File: config.mk
export PLATFORM = sky130hd
export DESIGN_NAME = updown_frequency_command
export DESIGN_NICKNAME = d
export VERILOG_FILES = /design/src/hdl/updown_pkg.sv /design/src/hdl/freq_ramp.sv /design/src/hdl/terminal_sync.sv /design/src/hdl/updown_frequency_command.sv
export SDC_FILE = /design/constraint.sdc
export NUM_CORES = 1
export LEC_CHECK = 0
export ABC_AREA = 1
export BUFFER_PORTS_ARGS = -buffer_cell sky130_fd_sc_hd__buf_4
export CORE_ASPECT_RATIO = 1.4
export CORE_MARGIN = 2
export CORE_UTILIZATION = 33
export DETAILED_ROUTE_END_ITERATION = 8
export SKIP_LAST_GASP = 1
export SLEW_MARGIN = 20
export SYNTH_ARGS = -nofsm -noshare
export SYNTH_HDL_FRONTEND = slang
export SYNTH_SLANG_ARGS = --single-unit
File: constraint.sdc
create_clock -name ref_clk -period 7.8 [get_ports ref_clk]
set_clock_uncertainty 0.2 [all_clocks]
set_input_delay 1.56 -clock ref_clk [delete_from_list [all_inputs] [get_ports ref_clk]]
set_output_delay 1.56 -clock ref_clk [all_outputs]
set_load 0.005 [all_outputs]
File: src/hdl/updown_pkg.sv
// Purpose: Shared constants and types for the up/down frequency command block.
// Assumes: 100 MHz ref_clk; frequencies are unsigned counts of 0.01 Hz.
// Notes: Function codes and mode values are the parameter encodings seen by software.
// Function
// RULE1 - Up/down drives command only when source is 10.
// RULE2 - Terminal code 15 raises, code 16 lowers.
// RULE3 - Terminal code 25 clears the saved frequency.
// RULE4 - Save option: 0 off by default, 1 on.
// RULE5 - With saving on, store frequency before stopping.
// RULE6 - Clear input erases saved value while running.
// RULE7 - Clear ignored while increase or decrease active.
// RULE8 - Mode 0, 1, 2; mode 0 continuous within limits.
// RULE9 - Mode 0 increase ramps toward upper bound.
// RULE10 - Mode 0 decrease ramps toward lower bound.
// RULE11 - Mode 1 rising edge steps by step size.
// RULE12 - Mode 1 stores frequency on input fall.
// RULE13 - Stop during held input keeps previous save.
// RULE14 - Step changes use the mode 0 ramp rates.
// RULE15 - Mode 2 steps, then continuous after 3 s.
// RULE16 - Edge during unfinished step ignored; save at release.
// RULE17 - Step size from zero to maximum, default zero.
// RULE18 - Standard I/O offers three terminals, advanced more.
// RULE19 - Terminal code 17 is the 3-wire input.
// RULE20 - 3-wire latches a momentary run command.
// RULE21 - Operator holds 3-wire pulses at least 50 ms.
// RULE22 - Synchronise and edge-detect every terminal input.
// RULE23 - Dropping the 3-wire input releases the latch.
package updown_pkg;
    localparam int unsigned FREQ_W_DEF = 16;
    localparam int unsigned RATE_W_DEF = 24;
    localparam int unsigned TERMS = 3;
    localparam int unsigned FN_W = 5;
    localparam int unsigned SRC_W = 4;
    localparam logic [SRC_W-1:0] SRC_UPDOWN = 4'ha;
    localparam logic [FN_W-1:0] FN_UP = 5'h0f;
    localparam logic [FN_W-1:0] FN_DOWN = 5'h10;
    localparam logic [FN_W-1:0] FN_WIRE3 = 5'h11;
    localparam logic [FN_W-1:0] FN_CLEAR = 5'h19;
    localparam logic SAVE_OFF = 1'b0;
    localparam logic SAVE_ON = 1'b1;
    localparam int unsigned CLK_HZ = 100_000_000;
    localparam int unsigned HOLD_TIME_MS = 3000;
    localparam int unsigned PULSE_MIN_MS = 50;
    localparam int unsigned HOLD_CYCLES_DEF = HOLD_TIME_MS * (CLK_HZ / 1000);
    localparam int unsigned PULSE_MIN_CYCLES = PULSE_MIN_MS * (CLK_HZ / 1000);
    localparam int unsigned HOLD_CNT_W = 32;

    // Up/down mode encodings.
    typedef enum logic [1:0] {
        MODE_CONT = 2'b00,
        MODE_STEP = 2'b01,
        MODE_BOTH = 2'b10
    } ud_mode_t;

    // Activity of the up/down engine.
    typedef enum logic [1:0] {
        UD_IDLE = 2'b00,
        UD_STEP = 2'b01,
        UD_CONT = 2'b10
    } ud_state_t;
endpackage

File: src/hdl/freq_ramp.sv
// Purpose: Move the output frequency toward a target one count at a time.
// Assumes: Rates are clock cycles per 0.01 Hz minus one, set from acc/dec time by software.
// Notes: A rate of zero moves one count per cycle.
module freq_ramp
    import updown_pkg::*;
#(
    parameter int unsigned FREQ_W = FREQ_W_DEF,
    parameter int unsigned RATE_W = RATE_W_DEF
) (
    input wire logic ref_clk,
    input wire logic rst_n,
    input wire logic [FREQ_W-1:0] target,
    input wire logic [RATE_W-1:0] accel_cycles,
    input wire logic [RATE_W-1:0] decel_cycles,
    output logic [FREQ_W-1:0] freq_q
);
    logic [RATE_W-1:0] cnt_q;
    logic [RATE_W-1:0] interval;

    // Rising frequency uses the acceleration rate, falling the deceleration rate.
    assign interval = (freq_q < target) ? accel_cycles : decel_cycles;

    // Pace counter and output frequency.
    always_ff @(posedge ref_clk or negedge rst_n) begin
        if (!rst_n) begin
            cnt_q <= '0;
            freq_q <= '0;
        end else if (freq_q == target) begin
            cnt_q <= '0;
        end else if (cnt_q >= interval) begin
            cnt_q <= '0;
            if (freq_q < target) begin
                freq_q <= freq_q + 1'b1;
            end else begin
                freq_q <= freq_q - 1'b1;
            end
        end else begin
            cnt_q <= cnt_q + 1'b1;
        end
    end
endmodule // freq_ramp

File: src/hdl/terminal_sync.sv
// Purpose: Synchronise terminal inputs and produce level, rise and fall.
// Assumes: One clock; raw inputs may change at any edge.
// Notes: Edge outputs are one-cycle pulses taken after the second stage.
module terminal_sync
    import updown_pkg::*;
#(
    parameter int unsigned N = TERMS
) (
    input wire logic ref_clk,
    input wire logic rst_n,
    input wire logic [N-1:0] raw,
    output logic [N-1:0] lvl_q,
    output logic [N-1:0] rise_q,
    output logic [N-1:0] fall_q
);
    logic [N-1:0] meta_q;
    logic [N-1:0] sync_q;

    // Two-stage synchroniser plus edge register for each terminal.
    for (genvar i = 0; i < N; i++) begin : g_term
        always_ff @(posedge ref_clk or negedge rst_n) begin
            if (!rst_n) begin
                meta_q[i] <= 1'b0;
                sync_q[i] <= 1'b0;
                lvl_q[i] <= 1'b0;
                rise_q[i] <= 1'b0;
                fall_q[i] <= 1'b0;
            end else begin
                meta_q[i] <= raw[i]; // RULE22
                sync_q[i] <= meta_q[i];
                lvl_q[i] <= sync_q[i];
                rise_q[i] <= sync_q[i] & ~lvl_q[i]; // RULE22
                fall_q[i] <= ~sync_q[i] & lvl_q[i];
            end
        end

    end
endmodule // terminal_sync

File: src/hdl/updown_frequency_command.sv
// Purpose: Turn terminal inputs into an up/down frequency command and 3-wire run.
// Assumes: Configuration ports are static while the drive is running.
// Notes: Terminals four and five are honoured only on advanced I/O builds.
module updown_frequency_command
    import updown_pkg::*;
#(
    parameter int unsigned FREQ_W = FREQ_W_DEF,
    parameter int unsigned RATE_W = RATE_W_DEF,
    parameter int unsigned HOLD_CYCLES = HOLD_CYCLES_DEF
) (
    input wire logic ref_clk,
    input wire logic rst_n,
    input wire logic advanced_io,
    input wire logic [SRC_W-1:0] freq_src_sel,
    input wire logic [FN_W-1:0] term3_function_sel,
    input wire logic [FN_W-1:0] term4_function_sel,
    input wire logic [FN_W-1:0] term5_function_sel,
    input wire logic input_terminal_three,
    input wire logic input_terminal_four,
    input wire logic input_terminal_five,
    input wire logic updown_save_enable,
    input wire logic [1:0] updown_mode_sel,
    input wire logic [FREQ_W-1:0] updown_step_size,
    input wire logic [FREQ_W-1:0] max_freq,
    input wire logic [FREQ_W-1:0] min_freq,
    input wire logic upper_limit_en,
    input wire logic [FREQ_W-1:0] upper_limit,
    input wire logic lower_limit_en,
    input wire logic [FREQ_W-1:0] lower_limit,
    input wire logic [RATE_W-1:0] accel_cycles,
    input wire logic [RATE_W-1:0] decel_cycles,
    input wire logic run_cmd,
    output logic updown_active_q,
    output logic [FREQ_W-1:0] freq_cmd_q,
    output logic [FREQ_W-1:0] saved_updown_freq_q,
    output logic step_busy_q,
    output logic run_out_q
);
    // Which enabled terminals carry a given function code.
    function automatic logic [TERMS-1:0] fn_hits(
        input logic [FN_W-1:0] c3,
        input logic [FN_W-1:0] c4,
        input logic [FN_W-1:0] c5,
        input logic [TERMS-1:0] en,
        input logic [FN_W-1:0] fn
    );
        fn_hits = {c5 == fn, c4 == fn, c3 == fn} & en;
    endfunction

    logic [TERMS-1:0] term_en;
    logic [TERMS-1:0] lvl;
    logic [TERMS-1:0] rise;
    logic [TERMS-1:0] fall;
    logic [TERMS-1:0] up_sel;
    logic [TERMS-1:0] down_sel;
    logic [TERMS-1:0] clr_sel;
    logic [TERMS-1:0] w3_sel;
    logic up_lvl;
    logic down_lvl;
    logic up_rise;
    logic down_rise;
    logic ud_fall;
    logic clr_rise;
    logic wire3_cfg;
    logic wire3_lvl;
    logic active;
    logic held;
    ud_mode_t mode;
    ud_state_t ud_state_q;
    ud_state_t ud_state_d;
    logic dir_up_q;
    logic [HOLD_CNT_W-1:0] hold_cnt_q;
    logic [FREQ_W-1:0] target_q;
    logic [FREQ_W-1:0] hi_lim;
    logic [FREQ_W-1:0] lo_lim;
    logic [FREQ_W:0] step_sum;
    logic [FREQ_W-1:0] step_up_val;
    logic [FREQ_W-1:0] step_dn_val;
    logic busy;
    logic step_go;
    logic run_d;
    logic stop_evt;
    logic save_evt;
    logic clr_go;

    // Standard I/O builds expose only terminal three of this group.
    assign term_en = {advanced_io, advanced_io, 1'b1}; // RULE18

    terminal_sync #(
        .N(TERMS)
    ) u_sync (
        .ref_clk(ref_clk),
        .rst_n(rst_n),
        .raw({input_terminal_five, input_terminal_four, input_terminal_three}),
        .lvl_q(lvl),
        .rise_q(rise),
        .fall_q(fall)
    );

    // Decode the terminal function codes.
    assign up_sel = fn_hits(term3_function_sel, term4_function_sel, term5_function_sel,
        term_en, FN_UP); // RULE2
    assign down_sel = fn_hits(term3_function_sel, term4_function_sel, term5_function_sel,
        term_en, FN_DOWN); // RULE2
    assign clr_sel = fn_hits(term3_function_sel, term4_function_sel, term5_function_sel,
        term_en, FN_CLEAR); // RULE3
    assign w3_sel = fn_hits(term3_function_sel, term4_function_sel, term5_function_sel,
        term_en, FN_WIRE3); // RULE19

    // Combine terminals of the same function.
    assign up_lvl = |(up_sel & lvl);
    assign down_lvl = |(down_sel & lvl);
    assign up_rise = |(up_sel & rise);
    assign down_rise = |(down_sel & rise);
    assign ud_fall = |((up_sel | down_sel) & fall);
    assign clr_rise = |(clr_sel & rise);
    assign wire3_cfg = |w3_sel;
    assign wire3_lvl = |(w3_sel & lvl);
    assign held = up_lvl | down_lvl;

    // Up/down logic only commands the frequency when selected as the source.
    assign active = (freq_src_sel == SRC_UPDOWN); // RULE1

    // Unknown mode values fall back to the continuous default.
    always_comb begin
        case (updown_mode_sel)
            MODE_STEP: mode = MODE_STEP;
            MODE_BOTH: mode = MODE_BOTH;
            default: mode = MODE_CONT; // RULE8
        endcase
    end

    // Limits: configured limit if enabled, otherwise maximum and minimum.
    assign hi_lim = upper_limit_en ? upper_limit : max_freq; // RULE9
    assign lo_lim = lower_limit_en ? lower_limit : min_freq; // RULE10

    // Saturating step arithmetic against the active limits.
    assign step_sum = {1'b0, target_q} + {1'b0, updown_step_size};
    assign step_up_val = (step_sum > {1'b0, hi_lim}) ? hi_lim : step_sum[FREQ_W-1:0];
    assign step_dn_val = ({1'b0, target_q} < {1'b0, lo_lim} + {1'b0, updown_step_size})
        ? lo_lim : target_q - updown_step_size;

    // A step is still in flight while the ramp has not reached the target.
    assign busy = (freq_cmd_q != target_q);
    assign step_go = active && (mode != MODE_CONT) && (up_rise || down_rise) && !busy;

    // Next state of the up/down engine.
    always_comb begin
        ud_state_d = ud_state_q;
        case (ud_state_q)
            UD_IDLE: begin
                if (active && mode == MODE_CONT && held) begin
                    ud_state_d = UD_CONT; // RULE8
                end else if (active && mode != MODE_CONT && (up_rise || down_rise)) begin
                    ud_state_d = UD_STEP;
                end
            end
            UD_STEP: begin
                if (!active || !held) begin
                    ud_state_d = UD_IDLE;
                end else if (mode == MODE_BOTH && hold_cnt_q >= HOLD_CYCLES - 1) begin
                    ud_state_d = UD_CONT; // RULE15
                end
            end
            UD_CONT: begin
                if (!active || !held) begin
                    ud_state_d = UD_IDLE;
                end
            end
            default: ud_state_d = UD_IDLE;
        endcase
    end

    // State register.
    always_ff @(posedge ref_clk or negedge rst_n) begin
        if (!rst_n) begin
            ud_state_q <= UD_IDLE;
        end else begin
            ud_state_q <= ud_state_d;
        end
    end

    // Direction of the current press; increase wins if both rise together.
    always_ff @(posedge ref_clk or negedge rst_n) begin
        if (!rst_n) begin
            dir_up_q <= 1'b1;
        end else if (ud_state_q == UD_IDLE && ud_state_d != UD_IDLE) begin
            dir_up_q <= up_lvl;
        end
    end

    // Counts how long the input has been held in step state.
    always_ff @(posedge ref_clk or negedge rst_n) begin
        if (!rst_n) begin
            hold_cnt_q <= '0;
        end else if (ud_state_q != UD_STEP) begin
            hold_cnt_q <= '0;
        end else if (hold_cnt_q < HOLD_CYCLES - 1) begin
            hold_cnt_q <= hold_cnt_q + 1'b1; // RULE15
        end
    end

    // Target frequency for the ramp.
    always_ff @(posedge ref_clk or negedge rst_n) begin
        if (!rst_n) begin
            target_q <= '0;
        end else if (!active) begin
            target_q <= target_q; // RULE1
        end else if (ud_state_d == UD_CONT) begin
            // The direction register lags one edge on entry from idle, so use the level there.
            target_q <= (ud_state_q == UD_IDLE ? up_lvl : dir_up_q) ? hi_lim : lo_lim; // RULE9 RULE10
        end else if (ud_state_q == UD_CONT) begin
            target_q <= freq_cmd_q; // Stop where the ramp stands on release.
        end else if (step_go) begin
            target_q <= up_rise ? step_up_val : step_dn_val; // RULE11 RULE16 RULE17
        end
    end

    freq_ramp #(
        .FREQ_W(FREQ_W),
        .RATE_W(RATE_W)
    ) u_ramp (
        .ref_clk(ref_clk),
        .rst_n(rst_n),
        .target(target_q),
        .accel_cycles(accel_cycles), // RULE14
        .decel_cycles(decel_cycles),
        .freq_q(freq_cmd_q)
    );

    // 3-wire latch: run pulse sets, dropping the 3-wire input releases.
    always_comb begin
        if (!wire3_cfg) begin
            run_d = run_cmd;
        end else if (!wire3_lvl) begin
            run_d = 1'b0; // RULE23
        end else if (run_cmd) begin
            run_d = 1'b1; // RULE20
        end else begin
            run_d = run_out_q; // RULE20
        end
    end

    // Run output register.
    always_ff @(posedge ref_clk or negedge rst_n) begin
        if (!rst_n) begin
            run_out_q <= 1'b0;
        end else begin
            run_out_q <= run_d;
        end
    end

    // Save and clear events; a release seen while stopped is not saved, so a stop
    // during a press keeps the older value.
    assign stop_evt = run_out_q && !run_d;
    assign save_evt = active && (updown_save_enable == SAVE_ON)
        && ((ud_fall && run_out_q) || (stop_evt && !held)); // RULE5 RULE12 RULE13 RULE16
    assign clr_go = active && run_out_q && clr_rise && !held; // RULE6 RULE7

    // Saved frequency; a clear wins over a save in the same cycle.
    always_ff @(posedge ref_clk or negedge rst_n) begin
        if (!rst_n) begin
            saved_updown_freq_q <= '0;
        end else if (clr_go) begin
            saved_updown_freq_q <= '0; // RULE6
        end else if (save_evt) begin
            saved_updown_freq_q <= freq_cmd_q; // RULE4 RULE5 RULE12
        end
    end

    // Status outputs.
    always_ff @(posedge ref_clk or negedge rst_n) begin
        if (!rst_n) begin
            updown_active_q <= 1'b0;
            step_busy_q <= 1'b0;
        end else begin
            updown_active_q <= active;
            step_busy_q <= busy && (ud_state_q != UD_CONT);
        end
    end
endmodule // updown_frequency_command

[After elaboration in Yosys (flattened, before gate mapping)]
Index checks and enable logic that the tools add are counted.
Operators by class
  muxes and demuxes: 28
  reduce and logical (&&, ||, !) cells: 40
  bitwise logic cells: 26
  order comparisons: 6
  $add $sub $neg: 7
  eq/ne operators: 23
Operators with widths (count)
  16-bit 2-to-1 mux: 12
  24-bit 2-to-1 mux: 3
  32-bit 2-to-1 mux: 2
  5-bit == test (second input constant): 9
  16-bit by 16-bit adder with 17-bit output: 2
  3-bit AND: 11
  32-bit by 1-bit adder with 32-bit output (second input constant): 1
  32-bit by 29-bit greater-or-equal comparator with 1-bit output (second input constant): 1
  32-bit by 29-bit less-than comparator with 1-bit output (second input constant): 1
  24-bit by 1-bit adder with 24-bit output (second input constant): 1
  24-bit greater-or-equal comparator: 1
  3-bit OR reduction: 8
  17-bit by 16-bit > comparator with 1-bit output: 1
  16-bit by 17-bit less-than comparator with 1-bit output: 1
  16-bit by 1-bit adder with 16-bit output (second input constant): 1
  16-bit == test: 1
  1-bit logical AND: 16
  16-bit less-than comparator: 1
  16-bit != test: 1
  16-bit by 1-bit subtractor with 16-bit output (second input constant): 1
  16-bit subtractor: 1
  5-bit by 4-bit == test with 1-bit output (second input constant): 3
  2-bit 2-to-1 mux: 5
  2-bit == test (second input constant): 4
  other kinds (17): 42
Word-level totals
  bits in registers: 125
  bits of input ports: 159
  logic and storage cells: 155
  output and inout port bits: 35

[Depth between registers and ports, before layout]
  word-level depth: 13
  mapped depth: 31
  depth with buffers taken out: 29

[Hierarchy]
A second synthesis with hierarchy kept.
Second synthesis, totals
  cell total of the unflattened synthesis: 1863
  area, all modules: 12788.5 um^2
Modules (own cells, without submodules)
  updown_frequency_command: sequential area each 1752.9 um^2, area each 8351.8 um^2, instances 1, cells an instance 1300
  freq_ramp: sequential area each 1001.0 um^2, area each 4016.4 um^2, instances 1, cells an instance 536
  terminal_sync: sequential area each 375.4 um^2, area each 420.4 um^2, instances 1, cells an instance 27

[Worst setup path before layout]
No wires, ideal clock.
  kind: input-to-reg
  start point: input lower_limit_en
  end point: register target_q[12]
  data required time: 7.478 ns
  stages on the path: 24
  arrival: 4.995 ns
  setup time: 0.122 ns
  setup slack: 2.483 ns
  buffers on the path: 2
  cells stage by stage: clkbuf_1 > nand2_1 > o21ai_0 > inv_1 > ha_1 > fa_1 > nand3_1 > nand2_2 > nand2_1 > nand2_2 > a31o_2 > a21boi_0 > xor2_1 > ha_1 > inv_1 > nor3_1 > nand3_2 > nand3_4 > buf_6 > nand2_1 > nand3_1 > nand3_1 > nand2_1 > a21oi_2
On the way
  word-level cells in the longest chain between the ends: 8
  elaborated cells between the ends (all ways): 9
  those cells by class: add/sub: 1; order compare: 1; mux: 7
Ends and longest elaborated chain
  start: declaration: line updown_frequency_command.sv:28  | input wire logic lower_limit_en,
  16-bit 2-to-1 mux (*): line updown_frequency_command.sv:135  | assign lo_lim = lower_limit_en ? lower_limit : min_freq;
  16-bit by 16-bit adder with 17-bit output: line updown_frequency_command.sv:140  | assign step_dn_val = ({1'b0, target_q} < {1'b0, lo_lim} + {1'b0, updown_step_size})
  16-bit by 17-bit less-than comparator with 1-bit output: line updown_frequency_command.sv:140
  16-bit 2-to-1 mux: line updown_frequency_command.sv:141  | ? lo_lim : target_q - updown_step_size;
  16-bit 2-to-1 mux: line updown_frequency_command.sv:215  | target_q <= up_rise ? step_up_val : step_dn_val;
  16-bit 2-to-1 mux: line updown_frequency_command.sv:214  | end else if (step_go) begin
  16-bit 2-to-1 mux: line updown_frequency_command.sv:212  | end else if (ud_state_q == UD_CONT) begin
  16-bit 2-to-1 mux (*): line updown_frequency_command.sv:209  | end else if (ud_state_d == UD_CONT) begin
  end signal: assignment: line updown_frequency_command.sv:211  | target_q <= (ud_state_q == UD_IDLE ? up_lvl : dir_up_q) ? hi_lim : lo_lim;
  end signal: assignment: line updown_frequency_command.sv:213  | target_q <= freq_cmd_q;
  end signal: assignment: line updown_frequency_command.sv:215
  end: declaration: line updown_frequency_command.sv:73  | logic [FREQ_W-1:0] target_q;
Every way passes the cells marked *; elsewhere a longest branch is shown, timed or not. The select of a mux whose other input is x is not followed.
A chain may end at the register's enable or synchronous reset.

[Worst setup path after layout]
  start point: input lower_limit_en
  end point: register target_q[13]
The elaborated chain is that of the path after synthesis.

==> reports/qor.yml <==
status: "complete, no violations"
ctsHtreeMaxLevel: 4
setup_tns_ps: 0
synth_area_sq_um: 12500
yosysTopAreaCell: "dfrtp_1"
numCtsBuffers: 17
r2r-end: "u_ramp.freq_q[15]$_DFFE_PN0P_"
drt_wl_total_um: 41300
sequentialPowerShare: 0.269
fillCellCount: 3931
start_util: 0.333
crit_required_ps: 7910
ir_worst_vdd_v: 0.000184
path_common_cell: "nand2_1"
synth_cell_types: 59
total_leakage_power_uw: 0.00764
min_path_cells: 0
rrSetupSlack_ps: 2730
syn_avg_cell_area_sq_um: 7.05
finalHoldViolations: 0
layout-drive-gt1-share: 0.161
cts_root_buf: "clkbuf_16"
setup_viol: 0
ys_seq_area_frac: 0.251
mappedNetlistNets: 2065
hold_path_class: "flip-flop to flip-flop"
die_h_um: 234
cp_slowest_cell: "a21boi_0"
finalCriticalPeriod_ps: 5810
fp-row-count: 84
grt_pass1_vias: 12500
core_sq_um: 37400
synth_edf_count: 0
hpwl_um: 33300
pwr-share-clk: 0.220
dr.first_iter.drc_count: 748
diodes: 0
numClockSinks: 125
syn_inst: 1767
critPathMaxStageDelay_ps: 390
critPathLaunchType: "primary input"
power_uw: 3640
r2r_cells: 21
period_share: 0.745
rsz0062_at_grt: "false"
vias_per_cell: 5.18
clockBufferDepth: 2
synthFlopType: "dfrtp_1"
internal-power_uw: 2050
port_buffers: 193
insertion_delay_ps: 430
hold_start: "u_sync.meta_q[2]$_DFF_PN0_"
cts_setup_buffers: 0
power.density_nw_per_um2: 244
drv_slew: 0
gp_congestion: 0.959
gr-total-overflow: 0
post_cts_resized: 0
grt_antenna_before_repair: 0
yosysMostFrequentCell: "nand2_1"
area_delta_synth_final_pct: 19.6
ant_nets: 0
synth_top_area_frac: 0.249
yosys_warnings: 0
finalNetCount: 2238
synthTopCellsByArea: "dfrtp_1, ha_1, nand2_1"
crit_chain: "buf_4 -> o21ai_0 -> inv_1 -> ha_1 -> a21oi_1 -> nand2_1 -> a21oi_1 -> o21ai_0 -> a21boi_0 -> o21ai_0 -> nand2_1 -> nand2_1 -> a21oi_1 -> xor2_1 -> ha_1 -> nand3_2 -> nor2_4 -> nand3_2 -> nand3_4 -> nand2_1 -> nand3_1 -> nand3_1 -> nand2_1 -> a21oi_2"
crit_path_end_kind: "flip-flop"
vias: 12600
crit-reg2reg-launch: "target_q[15]$_DFFE_PN0P_"
cap_violations: 0
remaining_drc_errors: 0
synth-seq-cells: 125
synthArstFlopShare: 1.00
fmax_mhz: 172
ios: 194
p_sw_uw: 1600
dr.pass1.iters: 6
critPathArrivalTime_ps: 5920
grt_first_pass_wirelength_um: 65200
worstMarginPinSlew_ps: 1000
maxSlewHeadroom: 0.325
track_usage: 0.210
crit_type: "primary input to flip-flop"
clkSlewWorstSetupHoldPaths_ps: 60
holdPathEnd: "u_sync.sync_q[2]$_DFF_PN0_"
ctsHoldBuffers: 0
cts_tree: "built"
die_w_um: 168
switching_share: 0.439
grt_start_max_net_pins: 67
dieArea_sq_um: 39400
netlist_top_cells_count: "nand2_1, inv_1, nor2_1, nand3_1, ha_1"
wire_per_inst_um: 17.0
path_max_fanout: 32
pwr-share-comb: 0.512
## cells in the final DEF (no fill, tap or decap), types with 6 or more instances in the layout
cell,n
inv_1,224
a21oi_1,126
a21o_1,6
nand2_2,10
ha_1,135
inv_2,9
nor3_1,49
mux2i_1,38
nor2_2,14
nand4_1,44
a21oi_2,15
nand3_1,139
xor2_1,46
nand2_1,322
nor2_1,201
buf_4,201
dfrtp_1,124
clkbuf_16,17
a31oi_1,7
xnor2_1,20
o21ai_0,104
## sequential cells by signal (all words and copies together) (netlist names), 2 cells and up
name and cells:
hold_cnt_q 32, saved_updown_freq_q 16, target_q 16, u_ramp.cnt_q 24
u_ramp.freq_q 16, u_sync.fall_q 3, u_sync.lvl_q 3, u_sync.meta_q 3
u_sync.rise_q 3, u_sync.sync_q 3, ud_state_q 2
## power by group through the flow
stage	sequential, uW	combinational [uW]	clock [uW]
after global placement	992	1820	0
after CTS	984	1870	817
after floorplan	892	1380	0
after detailed placement	992	1870	0
final	978	1860	801
after global routing	1000	2130	844
## per-stage QoR
step | cell area (sq um) | utilization | std cells | setup WS (ps) | hold WS [ps]
after floorplan | 12500 | - | 1767 | 2480 | 131
after detailed placement | 14300 | 0.383 | 2394 | 1620 | 136
after CTS | 14900 | 0.398 | 2426 | 2070 | 149
final | 14900 | 0.398 | 2426 | 1990 | 148
after global routing | 14900 | 0.398 | 2426 | 1580 | 163
after global placement | 14300 | 0.383 | 2394 | 1740 | 139
## worst max-delay path: cells and delay by family
kind / cells / cell delay [ps]
AO/OA/AOI/OAI: 8 / 1680
AND/OR/NAND/NOR: 11 / 1590
adder cells (fa/ha/maj): 2 / 680
buffers and inverters: 2 / 300
XOR/XNOR: 1 / 100
## routing by layer
metal,wire (um),global-route usage
met1,16500,0.241
met2,20700,0.382
met3,2080,0.0300
met4,1930,0.0986
met5,0,0
## worst max path at each step
stage | start | to | cells past startpoint | slack [ps]
floorplan | lower_limit_en | target_q[12]$_DFFE_PN0P_ | 24 | 2480
global placement | lower_limit_en | target_q[8]$_DFFE_PN0P_ | 24 | 1740
detailed placement | lower_limit_en | target_q[13]$_DFFE_PN0P_ | 24 | 1620
CTS | lower_limit_en | target_q[13]$_DFFE_PN0P_ | 24 | 2070
global route | lower_limit_en | target_q[13]$_DFFE_PN0P_ | 24 | 1580
finish | lower_limit_en | target_q[13]$_DFFE_PN0P_ | 24 | 1990
## kinds of logic (layout without fill, tap and decap cells)
family          Yosys count  count (layout)  share of synthesized area
simple gates            822             822                      0.303
compound gates          296             296                      0.136
buf+inv                 280             466                     0.0910
fa+ha+maj               139             139                      0.142
flops                   125             125                      0.251
xor+xnor                 66              66                     0.0464
mux                      39              39                     0.0314
## final cells by class
type,count,area (sq um),area share
Clock buffer,17,425,0.0285
Clock inverter,15,161,0.0108
Inverter,233,875,0.0587
Multi-Input combinational cell,1362,8210,0.551
Sequential cell,125,3130,0.210
Tap cell,473,592,0.0397
Timing Repair Buffer,201,1510,0.101
Note: power is estimated with default switching activity, not from simulation.
